<file path="config.mk">
export PLATFORM = sky130hd
export DESIGN_NAME = akc_kernel_ctrl
export DESIGN_NICKNAME = d
export VERILOG_FILES = /design/src/akc_pkg.sv /design/src/akc_sync.sv /design/src/akc_kernel_ctrl.sv
export SDC_FILE = /design/constraint.sdc
export NUM_CORES = 1
export LEC_CHECK = 0
export BUFFER_PORTS_ARGS = -buffer_cell sky130_fd_sc_hd__buf_2
export CORE_UTILIZATION = 52
export CTS_CLUSTER_DIAMETER = 50
export CTS_CLUSTER_SIZE = 24
export DETAILED_ROUTE_END_ITERATION = 7
export PLACE_DENSITY = 0.91
export SKIP_CTS_REPAIR_TIMING = 1
export SLEW_MARGIN = 20
export SYNTH_ARGS = -nofsm -noshare
export SYNTH_HDL_FRONTEND = slang
export SYNTH_SLANG_ARGS = --single-unit
</file>
<file path="constraint.sdc">
create_clock -name CLK_I -period 3.9 [get_ports CLK_I]
set_input_delay 0.39 -clock CLK_I [delete_from_list [all_inputs] [get_ports CLK_I]]
set_output_delay 0.39 -clock CLK_I [all_outputs]
set_load 0.1 [all_outputs]
</file>
<file path="src/akc_pkg.sv">
package akc_pkg;
   // ------------------------------------------------------------
   // Address map
   // ------------------------------------------------------------
   localparam int AKC_ADDR_W = 16;
   localparam logic [15:0] AKC_OFF_CTRL = 16'h0000;
   localparam logic [15:0] AKC_OFF_GIE = 16'h0004;
   localparam logic [15:0] AKC_OFF_IER = 16'h0008;
   localparam logic [15:0] AKC_OFF_ISR = 16'h000C;
   localparam logic [15:0] AKC_OFF_ARG_LO = 16'h0010;
   localparam logic [15:0] AKC_OFF_ARG_HI = 16'h0014;
   localparam logic [15:0] AKC_OFF_MODE = 16'h0018;
   // ------------------------------------------------------------
   // Control word and single-bit register bit positions
   // ------------------------------------------------------------
   localparam int AKC_B_RUN = 0;
   localparam int AKC_B_DONE = 1;
   localparam int AKC_B_IDLE = 2;
   localparam int AKC_B_READY = 3;
   localparam int AKC_B_CONT = 4;
   localparam int AKC_B_AUTO = 7;
   localparam int AKC_B_EN = 0;
   // ------------------------------------------------------------
   // Responses, zero word and master burst settings
   // ------------------------------------------------------------
   localparam logic [1:0] AKC_RESP_OKAY = 2'h0;
   localparam logic [1:0] AKC_RESP_SLVERR = 2'h2;
   localparam logic [31:0] AKC_ZERO = 32'h0000_0000;
   localparam logic [1:0] AKC_BURST_INCR = 2'h1;
   localparam logic [2:0] AKC_SIZE_FULL = 3'h3;
   localparam logic [7:0] AKC_RUN_LEN = 8'h10;
   typedef enum logic {AKC_SEQ, AKC_PIPE} akc_mode_t;
endpackage : akc_pkg

</file>
<file path="src/akc_sync.sv">
`timescale 1ns/10ps
`default_nettype none
// Two-stage pipeline register for the incoming reset
module akc_sync (
   input wire logic CLK_I,
   input wire logic D_I,
   output logic Q_O
);
   logic s1_q; // First stage, read only by second
   // ------------------------------------------------------------
   // Pipeline stages
   // ------------------------------------------------------------
   always_ff @(posedge CLK_I) begin
      s1_q <= D_I;
      Q_O <= s1_q;
   end
endmodule : akc_sync
`default_nettype wire

</file>
<file path="src/akc_kernel_ctrl.sv">
`timescale 1ns/10ps
`default_nettype none
// Kernel control slave with run engine and base-offset master
module akc_kernel_ctrl
   import akc_pkg::*;
(
   input wire logic CLK_I, // Primary kernel clock
   input wire logic RESET_I, // Synchronous active high
   input wire logic PRIMARY_KERNEL_RESET_LOW_I, // Optional active low reset
   // AXI4-Lite control slave
   input wire logic [akc_pkg::AKC_ADDR_W-1:0] S_AXI_CONTROL_AWADDR_I,
   input wire logic S_AXI_CONTROL_AWVALID_I,
   output logic S_AXI_CONTROL_AWREADY_O,
   input wire logic [31:0] S_AXI_CONTROL_WDATA_I,
   input wire logic [3:0] S_AXI_CONTROL_WSTRB_I,
   input wire logic S_AXI_CONTROL_WVALID_I,
   output logic S_AXI_CONTROL_WREADY_O,
   output logic [1:0] S_AXI_CONTROL_BRESP_O,
   output logic S_AXI_CONTROL_BVALID_O,
   input wire logic S_AXI_CONTROL_BREADY_I,
   input wire logic [akc_pkg::AKC_ADDR_W-1:0] S_AXI_CONTROL_ARADDR_I,
   input wire logic S_AXI_CONTROL_ARVALID_I,
   output logic S_AXI_CONTROL_ARREADY_O,
   output logic [31:0] S_AXI_CONTROL_RDATA_O,
   output logic [1:0] S_AXI_CONTROL_RRESP_O,
   output logic S_AXI_CONTROL_RVALID_O,
   input wire logic S_AXI_CONTROL_RREADY_I,
   // AXI4 read master address and read data channels, global memory
   output logic [63:0] M_AXI_ARADDR_O,
   output logic [7:0] M_AXI_ARLEN_O,
   output logic [2:0] M_AXI_ARSIZE_O,
   output logic [1:0] M_AXI_ARBURST_O,
   output logic M_AXI_ARVALID_O,
   input wire logic M_AXI_ARREADY_I,
   input wire logic M_AXI_RLAST_I,
   input wire logic M_AXI_RVALID_I,
   output logic M_AXI_RREADY_O,
   // Active high interrupt
   output logic INTERRUPT_O
);
   import akc_pkg::*;

   // ------------------------------------------------------------
   // Reset pipeline
   // ------------------------------------------------------------
   logic rst_low_piped; // Pipelined optional reset
   logic rst; // Combined internal reset

   // Pipelined before use to ease timing
   akc_sync u_rst_pipe (
      .CLK_I(CLK_I),
      .D_I(PRIMARY_KERNEL_RESET_LOW_I),
      .Q_O(rst_low_piped)
   );
   // Either reset asserts the internal one; no second clock domain here
   assign rst = RESET_I | ~rst_low_piped;

   // ------------------------------------------------------------
   // Register state
   // ------------------------------------------------------------
   logic run_request_bit_q; // Host start request
   logic completion_flag_q; // Sticky done, read clears
   logic resume_permit_bit_q; // Host continue permission
   logic auto_restart_q; // Restart after each completion
   logic global_irq_enable_bit_q; // Global gate
   logic irq_source_enable_q; // Source gate
   logic irq_pending_q; // Pending interrupt status
   logic [63:0] arg_base_q; // Partition base offset
   akc_mode_t mode_q; // Sequential or pipelined
   logic busy_q; // Kernel processing
   logic hold_q; // Pipelined: held run resuming, permit present
   logic done_evt; // One-cycle completion event
   logic quiescent_flag; // Idle status
   logic accept_new_input_bit; // Ready status

   // ------------------------------------------------------------
   // Write channel: address and data taken together
   // ------------------------------------------------------------
   logic wr_go; // Write accepted this cycle
   logic [15:0] wr_addr; // Accepted write address
   logic [31:0] wdat; // Byte-masked write data

   // Accept only when both halves present and no response waits
   assign wr_go = S_AXI_CONTROL_AWVALID_I & S_AXI_CONTROL_WVALID_I & ~S_AXI_CONTROL_BVALID_O;
   assign S_AXI_CONTROL_AWREADY_O = wr_go;
   assign S_AXI_CONTROL_WREADY_O = wr_go;
   assign wr_addr = {S_AXI_CONTROL_AWADDR_I[15:2], 2'b00};
   always_comb begin
      for (int i = 0; i < 4; i++) begin
         wdat[i*8 +: 8] = S_AXI_CONTROL_WSTRB_I[i] ? S_AXI_CONTROL_WDATA_I[i*8 +: 8] : 8'h00;
      end
   end

   // Low-byte lane enable for the single-bit control fields
   logic wr_b0;
   assign wr_b0 = S_AXI_CONTROL_WSTRB_I[0];

   // Decode: known addresses answer OKAY, others SLVERR
   function automatic logic addr_known(input logic [15:0] a);
      addr_known = (a == AKC_OFF_CTRL) || (a == AKC_OFF_GIE) || (a == AKC_OFF_IER) ||
                   (a == AKC_OFF_ISR) || (a == AKC_OFF_ARG_LO) || (a == AKC_OFF_ARG_HI) ||
                   (a == AKC_OFF_MODE);
   endfunction : addr_known

   // Write response
   always_ff @(posedge CLK_I) begin
      if (rst) begin
         S_AXI_CONTROL_BVALID_O <= 1'b0;
         S_AXI_CONTROL_BRESP_O <= AKC_RESP_OKAY;
      end else if (wr_go) begin
         S_AXI_CONTROL_BVALID_O <= 1'b1;
         S_AXI_CONTROL_BRESP_O <= addr_known(wr_addr) ? AKC_RESP_OKAY : AKC_RESP_SLVERR;
      end else if (S_AXI_CONTROL_BREADY_I) begin
         S_AXI_CONTROL_BVALID_O <= 1'b0;
      end
   end

   // ------------------------------------------------------------
   // Read channel
   // ------------------------------------------------------------
   logic rd_go; // Read accepted this cycle
   logic [15:0] rd_addr; // Accepted read address
   logic [31:0] rd_mux; // Selected read word

   assign rd_go = S_AXI_CONTROL_ARVALID_I & ~S_AXI_CONTROL_RVALID_O;
   assign S_AXI_CONTROL_ARREADY_O = rd_go;
   assign rd_addr = {S_AXI_CONTROL_ARADDR_I[15:2], 2'b00};

   // Read mux; reserved bits read zero
   always_comb begin
      rd_mux = AKC_ZERO;
      unique case (rd_addr)
         AKC_OFF_CTRL: begin
            rd_mux[AKC_B_RUN] = run_request_bit_q;
            rd_mux[AKC_B_DONE] = completion_flag_q;
            rd_mux[AKC_B_IDLE] = quiescent_flag;
            rd_mux[AKC_B_READY] = accept_new_input_bit;
            rd_mux[AKC_B_CONT] = resume_permit_bit_q;
            rd_mux[AKC_B_AUTO] = auto_restart_q;
         end
         AKC_OFF_GIE: rd_mux[AKC_B_EN] = global_irq_enable_bit_q;
         AKC_OFF_IER: rd_mux[AKC_B_EN] = irq_source_enable_q;
         AKC_OFF_ISR: rd_mux[AKC_B_EN] = irq_pending_q;
         AKC_OFF_ARG_LO: rd_mux = arg_base_q[31:0];
         AKC_OFF_ARG_HI: rd_mux = arg_base_q[63:32];
         AKC_OFF_MODE: rd_mux[AKC_B_EN] = (mode_q == AKC_PIPE);
         default: rd_mux = AKC_ZERO;
      endcase
   end

   // Read data register
   always_ff @(posedge CLK_I) begin
      if (rst) begin
         S_AXI_CONTROL_RVALID_O <= 1'b0;
         S_AXI_CONTROL_RDATA_O <= AKC_ZERO;
         S_AXI_CONTROL_RRESP_O <= AKC_RESP_OKAY;
      end else if (rd_go) begin
         S_AXI_CONTROL_RVALID_O <= 1'b1;
         S_AXI_CONTROL_RDATA_O <= rd_mux;
         S_AXI_CONTROL_RRESP_O <= addr_known(rd_addr) ? AKC_RESP_OKAY : AKC_RESP_SLVERR;
      end else if (S_AXI_CONTROL_RREADY_I) begin
         S_AXI_CONTROL_RVALID_O <= 1'b0;
      end
   end

   logic ctrl_wr; // Write to control word
   logic ctrl_rd; // Read of control word
   assign ctrl_wr = wr_go && wr_b0 && (wr_addr == AKC_OFF_CTRL);
   assign ctrl_rd = rd_go && (rd_addr == AKC_OFF_CTRL);

   // ------------------------------------------------------------
   // Control word
   // ------------------------------------------------------------
   // Run request: host sets, completion clears unless auto restart is on
   always_ff @(posedge CLK_I) begin
      if (rst) begin
         run_request_bit_q <= 1'b0;
      end else if (ctrl_wr && wdat[AKC_B_RUN]) begin
         run_request_bit_q <= 1'b1;
      end else if (done_evt && !auto_restart_q) begin
         run_request_bit_q <= 1'b0;
      end
   end

   // Completion flag: set wins over read clear
   always_ff @(posedge CLK_I) begin
      if (rst) begin
         completion_flag_q <= 1'b0;
      end else if (done_evt) begin
         completion_flag_q <= 1'b1;
      end else if (ctrl_rd) begin
         completion_flag_q <= 1'b0;
      end
   end

   // Resume permit: host sets, consumed when a held run resumes
   always_ff @(posedge CLK_I) begin
      if (rst) begin
         resume_permit_bit_q <= 1'b0;
      end else if (ctrl_wr && wdat[AKC_B_CONT]) begin
         resume_permit_bit_q <= 1'b1;
      end else if (hold_q) begin
         resume_permit_bit_q <= 1'b0;
      end
   end

   // Auto restart enable and other host-written settings
   always_ff @(posedge CLK_I) begin
      if (rst) begin
         auto_restart_q <= 1'b0;
         global_irq_enable_bit_q <= 1'b0;
         irq_source_enable_q <= 1'b0;
         arg_base_q <= 64'h0;
         mode_q <= AKC_SEQ;
      end else if (wr_go) begin
         if (ctrl_wr) auto_restart_q <= wdat[AKC_B_AUTO];
         if (wr_b0 && wr_addr == AKC_OFF_GIE) global_irq_enable_bit_q <= wdat[AKC_B_EN];
         if (wr_b0 && wr_addr == AKC_OFF_IER) irq_source_enable_q <= wdat[AKC_B_EN];
         if (wr_addr == AKC_OFF_ARG_LO) begin
            // Keep the bytes whose strobe is low
            arg_base_q[31:0] <= (arg_base_q[31:0] & {{8{!S_AXI_CONTROL_WSTRB_I[3]}}, {8{!S_AXI_CONTROL_WSTRB_I[2]}},
               {8{!S_AXI_CONTROL_WSTRB_I[1]}}, {8{!wr_b0}}}) | wdat;
         end
         if (wr_addr == AKC_OFF_ARG_HI) begin
            arg_base_q[63:32] <= (arg_base_q[63:32] & ~{{8{S_AXI_CONTROL_WSTRB_I[3]}}, {8{S_AXI_CONTROL_WSTRB_I[2]}},
               {8{S_AXI_CONTROL_WSTRB_I[1]}}, {8{wr_b0}}}) | wdat;
         end
         if (wr_b0 && wr_addr == AKC_OFF_MODE) mode_q <= wdat[AKC_B_EN] ? AKC_PIPE : AKC_SEQ;
      end
   end

   // ------------------------------------------------------------
   // Run engine: fetches one burst from the partition base
   // ------------------------------------------------------------
   typedef enum logic [1:0] {ST_IDLE, ST_ADDR, ST_DATA, ST_HOLD} akc_state_t;
   akc_state_t st_q;

   // Sequential runs one at a time; pipelined waits for permit
   always_ff @(posedge CLK_I) begin
      if (rst) begin
         st_q <= ST_IDLE;
      end else begin
         unique case (st_q)
            ST_IDLE: if (run_request_bit_q) st_q <= ST_ADDR;
            ST_ADDR: if (M_AXI_ARREADY_I) st_q <= ST_DATA;
            ST_DATA: begin
               if (M_AXI_RVALID_I && M_AXI_RLAST_I) begin
                  st_q <= (mode_q == AKC_PIPE) ? ST_HOLD : ST_IDLE;
               end
            end
            ST_HOLD: if (resume_permit_bit_q) st_q <= ST_IDLE;
         endcase
      end
   end

   assign done_evt = (st_q == ST_DATA) && M_AXI_RVALID_I && M_AXI_RLAST_I;
   assign busy_q = (st_q != ST_IDLE);
   assign hold_q = (st_q == ST_HOLD) && resume_permit_bit_q;
   assign quiescent_flag = !busy_q && !run_request_bit_q;
   assign accept_new_input_bit = (st_q == ST_IDLE);

   // Master address channel, 64-bit, full-size incrementing
   assign M_AXI_ARADDR_O = arg_base_q;
   assign M_AXI_ARLEN_O = AKC_RUN_LEN - 8'h01;
   assign M_AXI_ARSIZE_O = AKC_SIZE_FULL;
   assign M_AXI_ARBURST_O = AKC_BURST_INCR;
   assign M_AXI_ARVALID_O = (st_q == ST_ADDR);
   // Read data only ever flows inward; no two-way stream
   assign M_AXI_RREADY_O = (st_q == ST_DATA);

   // ------------------------------------------------------------
   // Interrupt status and output
   // ------------------------------------------------------------
   // Completion with the source enabled raises status; a written one toggles it
   always_ff @(posedge CLK_I) begin
      if (rst) begin
         irq_pending_q <= 1'b0;
      end else if (done_evt && irq_source_enable_q) begin
         irq_pending_q <= 1'b1;
      end else if (wr_go && wr_b0 && wr_addr == AKC_OFF_ISR && wdat[AKC_B_EN]) begin
         irq_pending_q <= ~irq_pending_q;
      end
   end

   // Registered AND of both enables and status
   always_ff @(posedge CLK_I) begin
      if (rst) begin
         INTERRUPT_O <= 1'b0;
      end else begin
         INTERRUPT_O <= global_irq_enable_bit_q & irq_source_enable_q & irq_pending_q;
      end
   end
endmodule : akc_kernel_ctrl
`default_nettype wire

</file>
# Word level (Yosys, flattened, before mapping)
# Index checks and enable logic that the tools add are counted.
[totals]
memories = 0
wordCells = 136
ramBits = 0
rom_bits = 0
latch_bits = 0
reg_bits = 115
[classes]
n_bitwise = 15
reduce_logical = 53
n_addsub = 0
eq_ne = 19
n_mux = 30
shifts = 0
mul = 0
n_div = 0
magnitude_cmp = 0
[ops]
columns = ["op", "n"]
rows = [
  ["== test 14 x 3 -> 1 bit (second input constant)", 6],
  ["bitwise AND 32 bit", 2],
  ["OR 32 bit", 2],
  ["== test 14 x 2 -> 1 bit (second input constant)", 4],
  ["one-hot mux 24 bit (2 select lines)", 1],
  ["zero test 16 bit", 2],
  ["2-to-1 mux 8 bit", 4],
  ["NOT 32 bit", 1],
  ["== test 14 x 1 -> 1 bit (second input constant)", 2],
  ["logical AND 1 bit", 17],
  ["2-to-1 mux 2 bit", 7],
  ["nonzero test 2 bit", 7],
  ["2-to-1 mux 1 bit", 13],
  ["logical OR 1 bit", 12],
  ["one-hot mux 4 bit (3 select lines)", 1],
  ["AND reduction 2 bit", 6],
  ["one-hot mux 2 bit (4 select lines)", 1],
  ["zero test 1 bit", 7],
  ["one-hot mux 1 bit (7 select lines)", 1],
  ["bitwise AND 1 bit", 5],
  ["== test 2 bit (second input constant)", 2],
  ["!= test 2 x 1 -> 1 bit (second input constant)", 2],
  ["!= test 2 bit (second input constant)", 2],
  ["NOT 1 bit", 4],
  ["6 further kinds", 6],
]

# Logic depth before layout (Yosys ltp)
[logic_depth]
depth_word = 8
ltp_mapped = 7

# By module
# Synthesis repeated with hierarchy kept, for this count alone.
[unflattened]
hier_cells = 572
hier_area_um2 = 4931.0
[by_module_without_submodules]
columns = ["mod", "instances", "area_per_inst_um2", "seq_area_each_um2", "cells_per_inst"]
rows = [
  ["akc_kernel_ctrl", 1, 4890.9, 2222.1, 570],
  ["akc_sync", 1, 40.0, 40.0, 2],
]

# Worst setup path after synthesis
# OpenSTA, ideal clock, no wires.
[synth_path]
kind = "register to register"
start = "register S_AXI_CONTROL_BVALID_O"
end = "register (tool-made name)"
required_time_ps = 3772
setup_slack_ps = 872
stages_incl_launch_ff = 7
t_arrival_ps = 2901
path_buffers = 2
setup_time_ps = 128
path_cell_list = "dfxtp_1 > and3b_1 > clkbuf_1 > nand4_1 > clkbuf_1 > o211ai_1 > o21ai_0"
[synth_rtl]
columns = ["item", "line", "source"]
rows = [
  ["start, declared", "akc_kernel_ctrl.sv:19", "output logic S_AXI_CONTROL_BVALID_O,"],
  ["start signal, assigned", "akc_kernel_ctrl.sv:108", "S_AXI_CONTROL_BVALID_O <= 1'b0;"],
  ["start signal, assigned", "akc_kernel_ctrl.sv:111", "S_AXI_CONTROL_BVALID_O <= 1'b1;"],
  ["start signal, assigned", "akc_kernel_ctrl.sv:114", "S_AXI_CONTROL_BVALID_O <= 1'b0;"],
]

==> results.toml <==
[placed_design]
place_ws_ns = 1.381
hpwl_mm = 10.11
gp_congestion = 0.8440
place.port_buffers = 180

[logic_synthesis]
synth.avg_cell_area_um2 = 8.621
synth.top_cells.by_area = "dfxtp_1, nand4_1, o21ai_0, a21oi_1, a22o_1"
synth_ff_type = "dfxtp_1"
synth_xor_area_share_pct = 0
synth-edff-count = 0
synthAdderAreaFrac_pct = 0
ys_ff_latch = 113
synth_top_area_share_pct = 45.88
seq_area_frac_synth_pct = 45.88
synth_async_sr_flop_share_pct = 0
synth_warnings = 0
muxShareOfSynthArea_pct = 2.740
synth-simple-area-share_pct = 18.37
synthCells = 572
synth_compound_area_share_pct = 25.58
yosys.area.top_type = "dfxtp_1"
syn_area_mm2 = 0.004931
ys_types = 41
synth_top_family_by_area = "compound AO/OA/AOI/OAI gates"

[drt]
dr_total_vias = 5299
drc_errors = 0
first_pass_iters = 5
ant_nets = 0
drt-initial-drc-count = 349
wl_per_cell_um = 18.32
routed_wl_mm = 15.55
vias_per_cell = 6.241

[global_routing]
gr-total-overflow = 0
grt_max_degree = 93
grt_pass1_wl_mm = 24.54
grt_pass1_vias = 4982
grt_antenna_before_repair = 0
grt_usage_pct = 31.68

[pwr]
peakVddDrop_uv = 240.4
swShare_pct = 25.27
pwr-share-comb_pct = 7.9
internal_power_mw = 2.197
p_leak_nw = 2.614
p_sw_mw = 0.7430
p_per_area_mw_per_mm2 = 460.5
p_clk_share_pct = 52.7
totalPowerFinal_mw = 2.940
seqPwrFrac_pct = 39.4

[final_layout]
antennaDiodeCount = 0
drive_gt1_share_pct = 31.44
nets = 804
final_core_util_pct = 69.42
fillers = 715
area_growth_pct = 29.46

[die]
die_h_um = 99.38
coreArea_mm2 = 0.009196
num_rows = 35
die_x_um = 99.38
start_util_pct = 53.62
die_area_mm2 = 0.009876
ios = 200

[worst_setup_path]
cp_cell_sequence = "and3b_1 > and4_2 > buf_4 > nand4_1 > a21oi_1"
crit_buf_inv = 1
r2r_cells = 5
worstPathMaxFanout = 41
cp_data_required_time_ns = 4.33
crit_cells = 5
cp.arrival_ns = 2.72
crit_family = "simple AND/OR/NAND/NOR gates"
worstSetupPathType = "reg -> reg"
cp-end-kind = "flip-flop"
critPathLaunchType = "flip-flop"
max_stage_delay_ns = 0.80
crit_slowest_cell = "and4_2"

[run]
drv_cap = 0

[cts]
h-tree-depth = 4
clock_sinks = 113
numCtsBuffers = 17
clock_latency_ns = 0.51
root_buffer = "clkbuf_8"
clkSlewWorstSetupHoldPaths_ns = 0.06
cts_tree = "built"
clockBufferDepth = 2

[timing]
fmax_ghz = 0.4354
timing.final.crit_share_pct = 58.89
setup_tns_ns = 0
min_period_ns = 2.297
postLayoutSetupSlackWorst_ns = 1.603
slew_viol_final = 0
rsz0062_at_grt = "no"
fin_skew_ns = 0.01667
setup_violations = 0
hold_viol = 0
whs_ns = 0.1484
tightest_slew_ns = 1.068
maxSlewHeadroom_pct = 28.47

[hold_path]
hp-class = "in -> reg"
hold_path_depth = 3

[status]
outcome = "complete, no violations"
[cells in the mapped netlist (2+ instances only)]
cell type  instances
nor2b_1            7
mux4_2             2
a22o_1            30
and3_1             2
a211oi_1           3
a31oi_1            3
buf_2             11
o21ai_1            6
nand2_1           27
dfxtp_1          113
nand4_1           59
inv_1              4
o21ai_0           66
a21oi_1           63
conb_1             2
and2_1             4
a22oi_1           29
clkbuf_1          42
nor3_1             3
nand3_1           11
o211ai_1           4
nor4_1             4
nand2b_1           3
nor2_1            33
buf_4             17
mux2i_1            9
[layer usage]
layer,global-route usage [%],wire length (um),share of wire (%),vias to the layer above
li1,-,-,-,2419
met1,36.84,5907,38,2510
met2,54.86,7836,50,325
met3,8.292,1329,8.5,45
met4,14.03,481,3.1,0
met5,0,0,0,-
[cells by family (layout without fill, tap and decap cells)]
kind of cell    Yosys count  count (layout)
mux                      11              11
buf+inv                  75             228
flops                   113             113
other cells               2              15
compound gates          208             208
simple gates            163             163
[worst register-to-register path, delay by kind of cell, from the launching register on]
kind,cells,cell delay [ns]
AOI/OAI and AO/OA,1,0.17
DFF,1,0.32
buffers and inverters,1,0.43
and+or+nand+nor,3,1.30
[final timing paths]
path | from | endpoint | slack [ns]
worst min-delay path | S_AXI_CONTROL_WDATA_I[16] | flip-flop | 0.15
worst max register to register | S_AXI_CONTROL_BVALID_O | flip-flop | 1.60
worst max-delay path | S_AXI_CONTROL_BVALID_O | flip-flop | 1.60
worst min register to register | u_rst_pipe.s1_q | u_rst_pipe.Q_O | 0.33
[per-stage QoR]
| stage | cells | instance area, um2 |
|---|---|---|
| 2_1_floorplan | 585 | 4980 |
| 3_3_place_gp | 816 | 5781 |
| 3_5_place_dp | 816 | 5781 |
| 4_1_cts | 848 | 6374 |
| 5_1_grt | 849 | 6384 |
| 6_report | 849 | 6384 |
[power groups by stage]
stage | registers [mW] | logic, mW | clock network (mW)
after detailed placement | 1.18 | 0.226 | 0
after global placement | 1.18 | 0.220 | 0
after floorplan | 1.20 | 0.156 | 0
final | 1.16 | 0.231 | 1.55
after global routing | 1.16 | 0.242 | 1.62
after CTS | 1.16 | 0.227 | 1.55
[cell usage in the layout (no fill, tap or decap), types with 4 or more instances in the layout]
cell type and n:
nand4_1 59, buf_2 180, nor2_1 32, nor4_1 4, a22o_1 30, o21ai_1 6
nand2_1 27, inv_1 4, o211ai_1 4, buf_4 11, a22oi_1 29, nand3_1 11
and2_1 4, o21ai_0 66, a21oi_1 63, nor2b_1 6, clkbuf_16 16, conb_1 15
dfxtp_1 113, mux2i_1 9
[area by class of cell]
cell class | instances | area [um2] | share of cell area, %
Clock buffer | 20 | 435.4 | 6.821
Clock inverter | 12 | 157.7 | 2.470
Timing Repair Buffer | 192 | 993.5 | 15.56
Inverter | 4 | 15.01 | 0.2352
Tap cell | 111 | 138.9 | 2.176
Multi-Input combinational cell | 397 | 2381 | 37.30
Sequential cell | 113 | 2262 | 35.44
(Power assumes the default switching activity.)
